## src/hdl/stb_cfg.svh

```systemverilog
// register map, field codes and reset values of the 16-bit timer
`ifndef STB_CFG_SVH
`define STB_CFG_SVH
`define STB_CTRL_OFS 4'h0
`define STB_CLKEV_OFS 4'h4
`define STB_RELOAD_OFS 4'h8
`define STB_COUNT_OFS 4'hc
`define STB_CTRL_RST 16'h0000
`define STB_CLKEV_RST 16'h0000
`define STB_RELOAD_RST 16'h0fff
`define STB_COUNT_RST 16'hffff
`define STB_CTRL_WMASK 16'h02af
`define STB_CLKEV_WMASK 16'h00ef
`define STB_CTRL_SLEEP_BIT 11
`define STB_CTRL_CLKREQ_BIT 12
`define STB_CNT_MAX 16'hffff
`define STB_CNT_MIN 16'h0000
`define STB_MODE_TIMER 2'h0
`define STB_MODE_EVENT 2'h1
`define STB_MODE_ONESHOT 2'h2
`define STB_EDGE_FALL 2'h0
`define STB_EDGE_RISE 2'h1
`define STB_EDGE_BOTH 2'h2
`define STB_EDGE_ENABLE 2'h3
`define STB_PRESC_ONES 7'h7f
`endif

```

## src/hdl/stb_pkg.sv

```systemverilog
// types shared by the 16-bit timer
package stb_pkg;
    typedef struct packed {
        logic [2:0] rsv_hi;
        logic clk_req;
        logic sleep;
        logic rsv10;
        logic power_down;
        logic rsv8;
        logic reload_on_wrap;
        logic rsv6;
        logic count_direction;
        logic rsv4;
        logic [1:0] mode;
        logic reset;
        logic enable;
    } stb_ctrl_t;
    typedef struct packed {
        logic [7:0] rsv_hi;
        logic event_sel;
        logic [1:0] edge_sel;
        logic rsv4;
        logic [3:0] clock_select;
    } stb_clkev_t;
    typedef enum logic [1:0] {ST_IDLE, ST_SHOT} stb_state_t;
endpackage

```

## src/hdl/stb_timer.sv

```systemverilog
// 16-bit timer/counter with register port, prescaler and chained event input
// Notes on behaviour
// - event mode direction bit: 0 down, 1 up
// - no reload: wrap to ffff or 0000
// - reload bit: load reload value on wrap
// - reload bit ignored in one-shot mode
// - power down stops timer and gates clocks
// - sleep holds counter at reload, enable kept
// - after sleep, enabled timer restarts from reload
// - status bit mirrors sleep request input
// - clock request low when sleeping, powered down, or disabled with no one-shot running
// - clock select halves rate, codes 1xxx reserved
// - event edge select, code 11 counts nothing
// - one-shot trigger edge or enable bit
// - event source is previous timer overflow
// - reload value is the start value; counting limits are ffff and 0000
// - running reload write waits for wrap
// - count register reads live counter
// - mode field timer, event, one-shot, reserved
// - enable starts/stops; self-clears in one-shot
// - reset bit reloads, clears enable, self-clears
// - interrupt request on every underflow
`timescale 1ns/1ps
`include "stb_cfg.svh"
module stb_timer
    import stb_pkg::*;
#(
    parameter int ADDR_W = 4
) (
    // clock and reset
    input wire logic clk_in,
    input wire logic sys_rst_in,
    // register port
    input wire logic [ADDR_W-1:0] reg_addr_in,
    input wire logic reg_wr_in,
    input wire logic reg_rd_in,
    input wire logic [31:0] reg_wdata_in,
    output logic [31:0] reg_rdata_out,
    // system
    input wire logic sleep_req_in,
    input wire logic event_src_in,
    output logic clock_request_out,
    output logic wrap_pulse_out,
    output logic irq_out
);
    if (ADDR_W < 4) begin : g_chk
        $error("stb_timer: ADDR_W must be at least 4");
    end

    stb_ctrl_t ctl, next_ctl;
    stb_clkev_t clkev, next_clkev;
    stb_state_t st, next_st;
    logic [15:0] reload_val, next_reload_val;
    logic [15:0] count, next_count;
    logic [6:0] presc, next_presc;
    logic ev_prev, next_ev_prev;
    logic [31:0] next_rdata;
    logic next_clkreq, next_pulse, next_irq;
    logic halted, tm_run, ev_run, os_run, running, up;
    logic tick, ev_hit, step, at_lim, wrap, under, os_start;
    logic wr_ctrl, wr_clkev, wr_reload;

    function automatic logic edge_hit(input logic [1:0] sel, input logic prev,
                                      input logic cur);
        case (sel)
            `STB_EDGE_FALL: edge_hit = prev & ~cur;
            `STB_EDGE_RISE: edge_hit = ~prev & cur;
            `STB_EDGE_BOTH: edge_hit = prev ^ cur;
            default: edge_hit = 1'b0;
        endcase
    endfunction

    function automatic logic [6:0] presc_mask(input logic [2:0] sel);
        logic [6:0] m;
        m = `STB_PRESC_ONES << sel;
        presc_mask = ~m;
    endfunction

    // decode and run conditions
    always_comb begin
        wr_ctrl = reg_wr_in && (reg_addr_in == ADDR_W'(`STB_CTRL_OFS));
        wr_clkev = reg_wr_in && (reg_addr_in == ADDR_W'(`STB_CLKEV_OFS));
        wr_reload = reg_wr_in && (reg_addr_in == ADDR_W'(`STB_RELOAD_OFS));
        halted = ctl.reset | sleep_req_in | ctl.power_down;
        // only code 1xxx or power down gives no tick; base rate is this block's clock
        tick = !ctl.power_down && !clkev.clock_select[3] &&
               ((presc & presc_mask(clkev.clock_select[2:0])) ==
                presc_mask(clkev.clock_select[2:0]));
        ev_hit = edge_hit(clkev.edge_sel, ev_prev, event_src_in);
        tm_run = (ctl.mode == `STB_MODE_TIMER) && ctl.enable && !halted;
        ev_run = (ctl.mode == `STB_MODE_EVENT) && ctl.enable && !halted &&
                 !clkev.event_sel;
        os_run = (st == ST_SHOT) && (ctl.mode == `STB_MODE_ONESHOT) && !halted;
        running = tm_run | ev_run | os_run;
        up = ev_run && ctl.count_direction;
        step = (tm_run && tick) | (ev_run && ev_hit) | (os_run && tick);
        at_lim = up ? (count == `STB_CNT_MAX) : (count == `STB_CNT_MIN);
        wrap = step && at_lim;
        under = wrap && !up;
        os_start = (ctl.mode == `STB_MODE_ONESHOT) && (st == ST_IDLE) &&
                   ctl.enable && !halted &&
                   ((clkev.edge_sel == `STB_EDGE_ENABLE) ||
                    edge_hit(clkev.edge_sel, ev_prev, event_src_in));
    end

    // next values of the timer state
    always_comb begin
        next_presc = ctl.power_down ? presc : presc + 7'h1;
        next_ev_prev = event_src_in;
        next_reload_val = wr_reload ? reg_wdata_in[15:0] : reload_val;
        next_clkev = clkev;
        if (wr_clkev) begin
            next_clkev = stb_clkev_t'(reg_wdata_in[15:0] & `STB_CLKEV_WMASK);
        end
        next_ctl = ctl;
        if (wr_ctrl) begin
            next_ctl = stb_ctrl_t'(reg_wdata_in[15:0] & `STB_CTRL_WMASK);
        end
        if (ctl.reset) begin
            next_ctl.reset = 1'b0;
            next_ctl.enable = 1'b0;
        end
        if (os_start) begin
            next_ctl.enable = 1'b0;
        end
        next_st = st;
        if (ctl.reset || sleep_req_in || ctl.mode != `STB_MODE_ONESHOT) begin
            next_st = ST_IDLE;
        end else if (os_start) begin
            next_st = ST_SHOT;
        end else if (os_run && wrap) begin
            next_st = ST_IDLE;
        end
        // sleep keeps the counter at reload so wake resumes from it
        next_count = count;
        if (ctl.reset || sleep_req_in) begin
            next_count = reload_val;
        end else if (step) begin
            if (!at_lim) begin
                next_count = up ? count + 16'h1 : count - 16'h1;
            end else if (os_run) begin
                next_count = count;
            end else if (ctl.reload_on_wrap) begin
                next_count = reload_val;
            end else begin
                next_count = up ? `STB_CNT_MIN : `STB_CNT_MAX;
            end
        end else if (os_start) begin
            next_count = reload_val;
        end else if (wr_reload && !running) begin
            // a stopped timer takes a new reload value at once
            next_count = reg_wdata_in[15:0];
        end
        next_pulse = wrap;
        next_irq = under;
        next_clkreq = !sleep_req_in && !ctl.power_down &&
                      (ctl.enable || st == ST_SHOT);
    end

    // register read data, valid the cycle after a read strobe
    always_comb begin
        next_rdata = 32'h0;
        if (reg_rd_in) begin
            case (reg_addr_in)
                ADDR_W'(`STB_CTRL_OFS): begin
                    next_rdata[15:0] = ctl;
                    next_rdata[`STB_CTRL_SLEEP_BIT] = sleep_req_in;
                    next_rdata[`STB_CTRL_CLKREQ_BIT] = clock_request_out;
                end
                ADDR_W'(`STB_CLKEV_OFS): next_rdata[15:0] = clkev;
                ADDR_W'(`STB_RELOAD_OFS): next_rdata[15:0] = reload_val;
                ADDR_W'(`STB_COUNT_OFS): next_rdata[15:0] = count;
                default: next_rdata = 32'h0;
            endcase
        end
    end

    always_ff @(posedge clk_in or posedge sys_rst_in) begin
        if (sys_rst_in) begin
            ctl <= stb_ctrl_t'(`STB_CTRL_RST);
            clkev <= stb_clkev_t'(`STB_CLKEV_RST);
            st <= ST_IDLE;
            reload_val <= `STB_RELOAD_RST;
            count <= `STB_COUNT_RST;
            presc <= 7'h0;
            ev_prev <= 1'b0;
            reg_rdata_out <= 32'h0;
            clock_request_out <= 1'b0;
            wrap_pulse_out <= 1'b0;
            irq_out <= 1'b0;
        end else begin
            ctl <= next_ctl;
            clkev <= next_clkev;
            st <= next_st;
            reload_val <= next_reload_val;
            count <= next_count;
            presc <= next_presc;
            ev_prev <= next_ev_prev;
            reg_rdata_out <= next_rdata;
            clock_request_out <= next_clkreq;
            wrap_pulse_out <= next_pulse;
            irq_out <= next_irq;
        end
    end
endmodule

```

## config.mk

```make
export PLATFORM = sky130hd
export DESIGN_NAME = stb_timer
export DESIGN_NICKNAME = d
export VERILOG_FILES = /design/src/hdl/stb_pkg.sv /design/src/hdl/stb_timer.sv
export VERILOG_INCLUDE_DIRS = /design/src /design/src/hdl
export SDC_FILE = /design/constraint.sdc
export NUM_CORES = 1
export LEC_CHECK = 0
export BUFFER_PORTS_ARGS = -buffer_cell sky130_fd_sc_hd__buf_4
export CORE_UTILIZATION = 29
export DETAILED_ROUTE_END_ITERATION = 6
export PLACE_DENSITY = 0.49
export SETUP_SLACK_MARGIN = 0.1
export SLEW_MARGIN = 40
export SYNTH_ARGS = -nofsm -noshare
export SYNTH_HDL_FRONTEND = slang
export SYNTH_SLANG_ARGS = --single-unit
```

## constraint.sdc

```tcl
create_clock -name clk_in -period 3.8 [get_ports clk_in]
set_clock_uncertainty 0.15 [all_clocks]
set_input_delay 0.95 -clock clk_in [delete_from_list [all_inputs] [get_ports clk_in]]
set_output_delay 0.95 -clock clk_in [all_outputs]
set_load 0.005 [all_outputs]
```

# After elaboration in Yosys (flattened, before gate mapping)

Cells that the tools add are included.
W data, S select, Z words.

Mux-type cells: 19
Reduce and logical (&&, ||, !) cells: 47
Shift operators: 1
Equality and inequality tests: 13
Add/sub/neg operators: 3
Bitwise operators: 13

Operator list:

| operator                | number |
|---|---|
| $mux W16                | 10 |
| $pmux W16 S4            | 1 |
| $logic_and A1 B1 Y1     | 26 |
| $add A16 B1 Y16 const B | 1 |
| $eq A16 B16 Y1 const B  | 1 |
| $logic_not A16 Y1       | 1 |
| $sub A16 B1 Y16 const B | 1 |
| $mux W2                 | 5 |
| $eq A4 B4 Y1 const B    | 2 |
| $add A7 B1 Y7 const B   | 1 |
| $and A7 B7 Y7           | 1 |
| $eq A7 B7 Y1            | 1 |
| $logic_not A1 Y1        | 7 |
| $not A7 Y7              | 1 |
| $shl A7 B3 Y7 const A   | 1 |
| $eq A2 B1 Y1 const B    | 3 |
| $eq A2 B2 Y1 const B    | 3 |
| $logic_not A2 Y1        | 3 |
| $or A1 B1 Y1            | 6 |
| $reduce_bool A3 Y1      | 2 |
| $eq A4 B3 Y1 const B    | 1 |
| $logic_not A4 Y1        | 1 |
| $logic_or A1 B1 Y1      | 4 |
| $ne A4 B3 Y1 const B    | 1 |
| other kinds (9)         | 12 |

Output and inout port bits: 35
Logic and storage cells: 114
Flip-flop bits (word level): 91
Input port bits: 42

# Logic depth before layout (Yosys ltp)

Depth after elaboration: 13
Depth in mapped cells: 12
Mapped depth without buffers: 11

# Least setup slack after synthesis

Ideal clock, no wire load.

Kind: input-to-reg
From: in sleep_req_in
To: reg count[15]
Path buffers: 0
Stages: 10
Slack: -446 ps
Setup time: 82 ps
Arrival time: 4,015 ps
Data required time: 3,568 ps
Path through: nor4b_2 > nand4b_1 > ha_1 > a211oi_1 > nor2_1 > o41a_1 > o311a_1 > or4_1 > nand4_1 > o21ai_1

Word-level cells in the longest chain between the ends: 12
Elaborated cells between the ends (all ways): 32
Classes of those cells: eq/ne (1); mux (9); bitwise (6); reduce/logical (16)

Ends and longest elaborated chain:

| element                           | line             | source |
|---|---|---|
| start, declared                   | stb_timer.sv:40  | `input wire logic sleep_req_in,` |
| $or A1 B1 Y1 (2 in series)        | stb_timer.sv:84  | `halted = ctl.reset \| sleep_req_in \| ctl.power_down;` |
| $logic_not A1 Y1                  | --               |  |
| $logic_and A1 B1 Y1 (2 in series) | stb_timer.sv:91  | `` ev_run = (ctl.mode == `STB_MODE_EVENT) && ctl.enable && !halted && `` |
| $logic_and A1 B1 Y1               | stb_timer.sv:95  | `up = ev_run && ctl.count_direction;` |
| $mux W16 (no line)                | --               |  |
| $mux W16                          | stb_timer.sv:143 | `end else if (ctl.reload_on_wrap) begin` |
| $mux W16                          | stb_timer.sv:141 | `end else if (os_run) begin` |
| $mux W16                          | stb_timer.sv:139 | `if (!at_lim) begin` |
| $mux W16                          | stb_timer.sv:138 | `end else if (step) begin` |
| $mux W16                          | stb_timer.sv:136 | `if (ctl.reset \|\| sleep_req_in) begin` |
| end signal, assigned              | stb_timer.sv:184 | `` count <= `STB_COUNT_RST; `` |
| end signal, assigned              | stb_timer.sv:196 | `count <= next_count;` |
| end, declared                     | stb_timer.sv:54  | `logic [15:0] count, next_count;` |

Parallel ways exist; a longest one is shown, timed or not. The select of a mux whose other input is x is not followed.
A chain may end at the register's enable or synchronous reset.

# Final worst setup path

Ends and elaborated chain as after synthesis.

==> metrics.txt <==
H-tree Lvls=3; buffers added on ports=44; count of cell types in the netlist=69; final setup fails=0; placed cells=769; worst relative slew slack=0.5496; multi-input logic area=2953 um^2; die width=133.1 um; dpl hpwl=10.60 mm; crit path time final=3534 ps; Worst VDD drop=0.2754 mV; Total Power=3.325 mW; via count=4,048; root buf cell=clkbuf_16; Detailed Routing Iterations Pass 1=4; hold buffer count at CTS=0; ys async rst share=1.000; most frequent cells in the layout=buf_4 (79), dfrtp_1 (46), nor2_1 (37); status=completed; GP Congestion=0.8278; RSZ-0062 raised after global routing=false; post-synthesis register bit count=74; Syn Inst Count=494; Startpoint Class=primary input; commonest non-fill, non-tap cell in the layout=buf_4; largest net degree at the start of global routing=43; critical setup path kind=in -> reg; post-route insts no fill=785; CP Max Fanout=12; layout net count=622; share of cells above drive strength 1=0.3239; antenna violations before repair=0; RR Startpoint=ctl[1]; area delta synth->final=22.08%; Register-to-Register Path Depth=11; data arrival time of the worst path=3650 ps; Routed WL=14.22 mm; Internal=2.193 mW; fin crit share=0.9299; CP most frequent cell=buf_4; Worst-path clk slew=60 ps; WHS Endpoint=presc[6]; Leak=2.698 nW; Synth top area share=0.2308; top post-synthesis cells by area=dfrtp_1 (23%), dfstp_2 (15%), mux2_2 (7.9%), mux2i_1 (5.0%), ha_1 (4.8%); DIE AREA=17,730 um^2; ant diodes=0; syn avg cell area=10.10 um^2; YS warnings=0; Clock power frac=0.277; P per Cell Area=546.2 nW/um^2; number of gates resized after cts=0; Initial Util=0.2986; capturing element type of the critical path=flip-flop; hold path startpoint=presc[6]; number of cells on the worst hold path=1; worst reg-to-reg setup slack=450 ps; FP Rows=47; GRT overflow=0; sw power=1.133 mW; CP peak stage delay=520 ps; Final Core Density=0.3645; height of the die=133.1 um; final antenna-violating net count=0; clk buf depth=2; sequential cell area=1887 um^2; vias in the first global route=4,029; Yosys top cell by area=dfrtp_1; first-pass GRT wire length=22.82 mm; IO Pins=77; post-synthesis instance area=4987 um^2; DRC=0; CP Cell Sequence=buf_4, nor4b_4, nand4b_1, buf_4, ha_1, a211oi_2, o21a_1, nor3_2, o311a_1, or4_1, nand4_1, o21ai_1; Slew Limit Fails=0; DRT iter0 DRCs=247; number of flops mapped to enable cells by yosys=0; fill cell count=1,677; f_max=283.0 MHz; gr usage total=0.1684; Tightest Pin Transition=675.7 ps; FF-to-FF End=count[15]; Final Hold Fails=0; sequential area share after synthesis=0.3783; TritonCTS buffer count=9; Gate power share=0.345; CTS tree=yes; setup tns final=0 ps; Seq pwr share=0.379; drt wl/cell=18.11 um; Synth Flop Type=dfrtp_1; hold crit path type=reg -> reg; Vias per Instance=5.157; CORE AREA=16,700 um^2; Req. time, crit path=3910 ps; Switching Share=0.3407; slowest stage cell, crit path=or4_1; Max Cap Viol=0; # clock sinks=74; Post-CTS Setup Repair Bufs=0; Clock Latency Late Sink=340 ps
## area by class of cell
cell class,count,share of cell area
Sequential cell,74,0.3099
Tap cell,220,0.04521
Clock buffer,11,0.03987
Multi-Input combinational cell,385,0.4850
Clock inverter,5,0.01274
Timing Repair Buffer,80,0.1007
Inverter,10,0.006576
## how the worst max path moves through the flow
stage / from / slack, ps / cells after the start / endpoint
after floorplan: sleep_req_in / -340 / 10 / count[15]
after global placement: sleep_req_in / -100 / 12 / count[15]
after detailed placement: sleep_req_in / -90 / 12 / count[15]
after CTS: sleep_req_in / 260 / 12 / count[15]
after global routing: sleep_req_in / 110 / 14 / count[14]
final: sleep_req_in / 270 / 12 / count[15]
## Yosys cell counts, types with 2 or more instances
master,n
a211oi_1,23
a21o_1,5
a21oi_1,10
a221o_1,6
a22o_1,2
a22oi_1,12
a311oi_1,4
and2_1,2
and3_1,8
buf_1,2
buf_2,9
buf_4,16
clkbuf_1,12
dfrtp_1,46
dfstp_2,28
ha_1,19
inv_1,10
mux2_1,2
mux2_2,35
mux2i_1,25
mux4_2,6
nand2_1,25
nand2b_1,9
nand3_1,7
nand3b_1,4
nand4_1,6
nor2_1,37
nor2b_1,20
nor3_1,20
nor3b_1,5
nor4_1,5
o21ai_0,11
o21ai_1,10
o21bai_1,2
o22a_1,4
o22ai_1,2
or2_2,2
or4_1,2
xnor2_1,9
xor2_1,3
## state kept, by name, summed over array words and instances (netlist names)
register	count
count	16
ctl	7
irq_out	1
reg_rdata_out	16
wrap_pulse_out	1
clock_request_out	1
clkev	7
reload_val	16
presc	7
ev_prev	1
st	1
## cells by family (layout without fill, tap and decap cells)
family	after synthesis	after routing	share of synthesized area
XOR/XNOR	12	12	0.02108
AND/OR/NAND/NOR	161	161	0.1734
AO/OA/AOI/OAI	107	107	0.1576
adder cells (fa/ha/maj)	20	20	0.05168
multiplexers	69	69	0.1638
buffers and inverters	50	106	0.05344
flip-flops	74	74	0.3783
other	1	16	0.0007519
## worst max-delay path, delay by kind of cell
kind | cells | cell delay (ps)
adders and majority gates | 1 | 330
buffers and inverters | 2 | 340
AOI/OAI and AO/OA | 4 | 930
and+or+nand+nor | 5 | 1110
## power groups by stage
stage          Sequential (mW)  Clock (mW)  Combinational [mW]
2_1_floorplan             1.15           0               0.845
3_3_place_gp              1.27           0                1.12
3_5_place_dp              1.27           0                1.14
4_1_cts                   1.26       0.937                1.15
5_1_grt                   1.29       0.972                1.27
6_report                  1.26       0.920                1.15
## stage by stage
| stage | setup WS, ps | hold slack [ps] | area, um^2 |
|---|---|---|---|
| CTS | 257.9 | 309.7 | 6088 |
| floorplan | -343.2 | 283.2 | 5106 |
| detailed placement | -85.38 | 300.1 | 5768 |
| global route | 110.1 | 343.6 | 6088 |
| finish | 266.3 | 307.5 | 6088 |
| global placement | -104.2 | 304.2 | 5766 |
## metal layers
layer / vias up / part of all wire / GRT usage
li1: 1953 / - / -
met1: 1978 / 0.49 / 0.2366
met4: 0 / 0.012 / 0.05303
met2: 105 / 0.45 / 0.2653
met5: - / 0 / 0
met3: 12 / 0.049 / 0.02626
(Power assumes the default switching activity.)
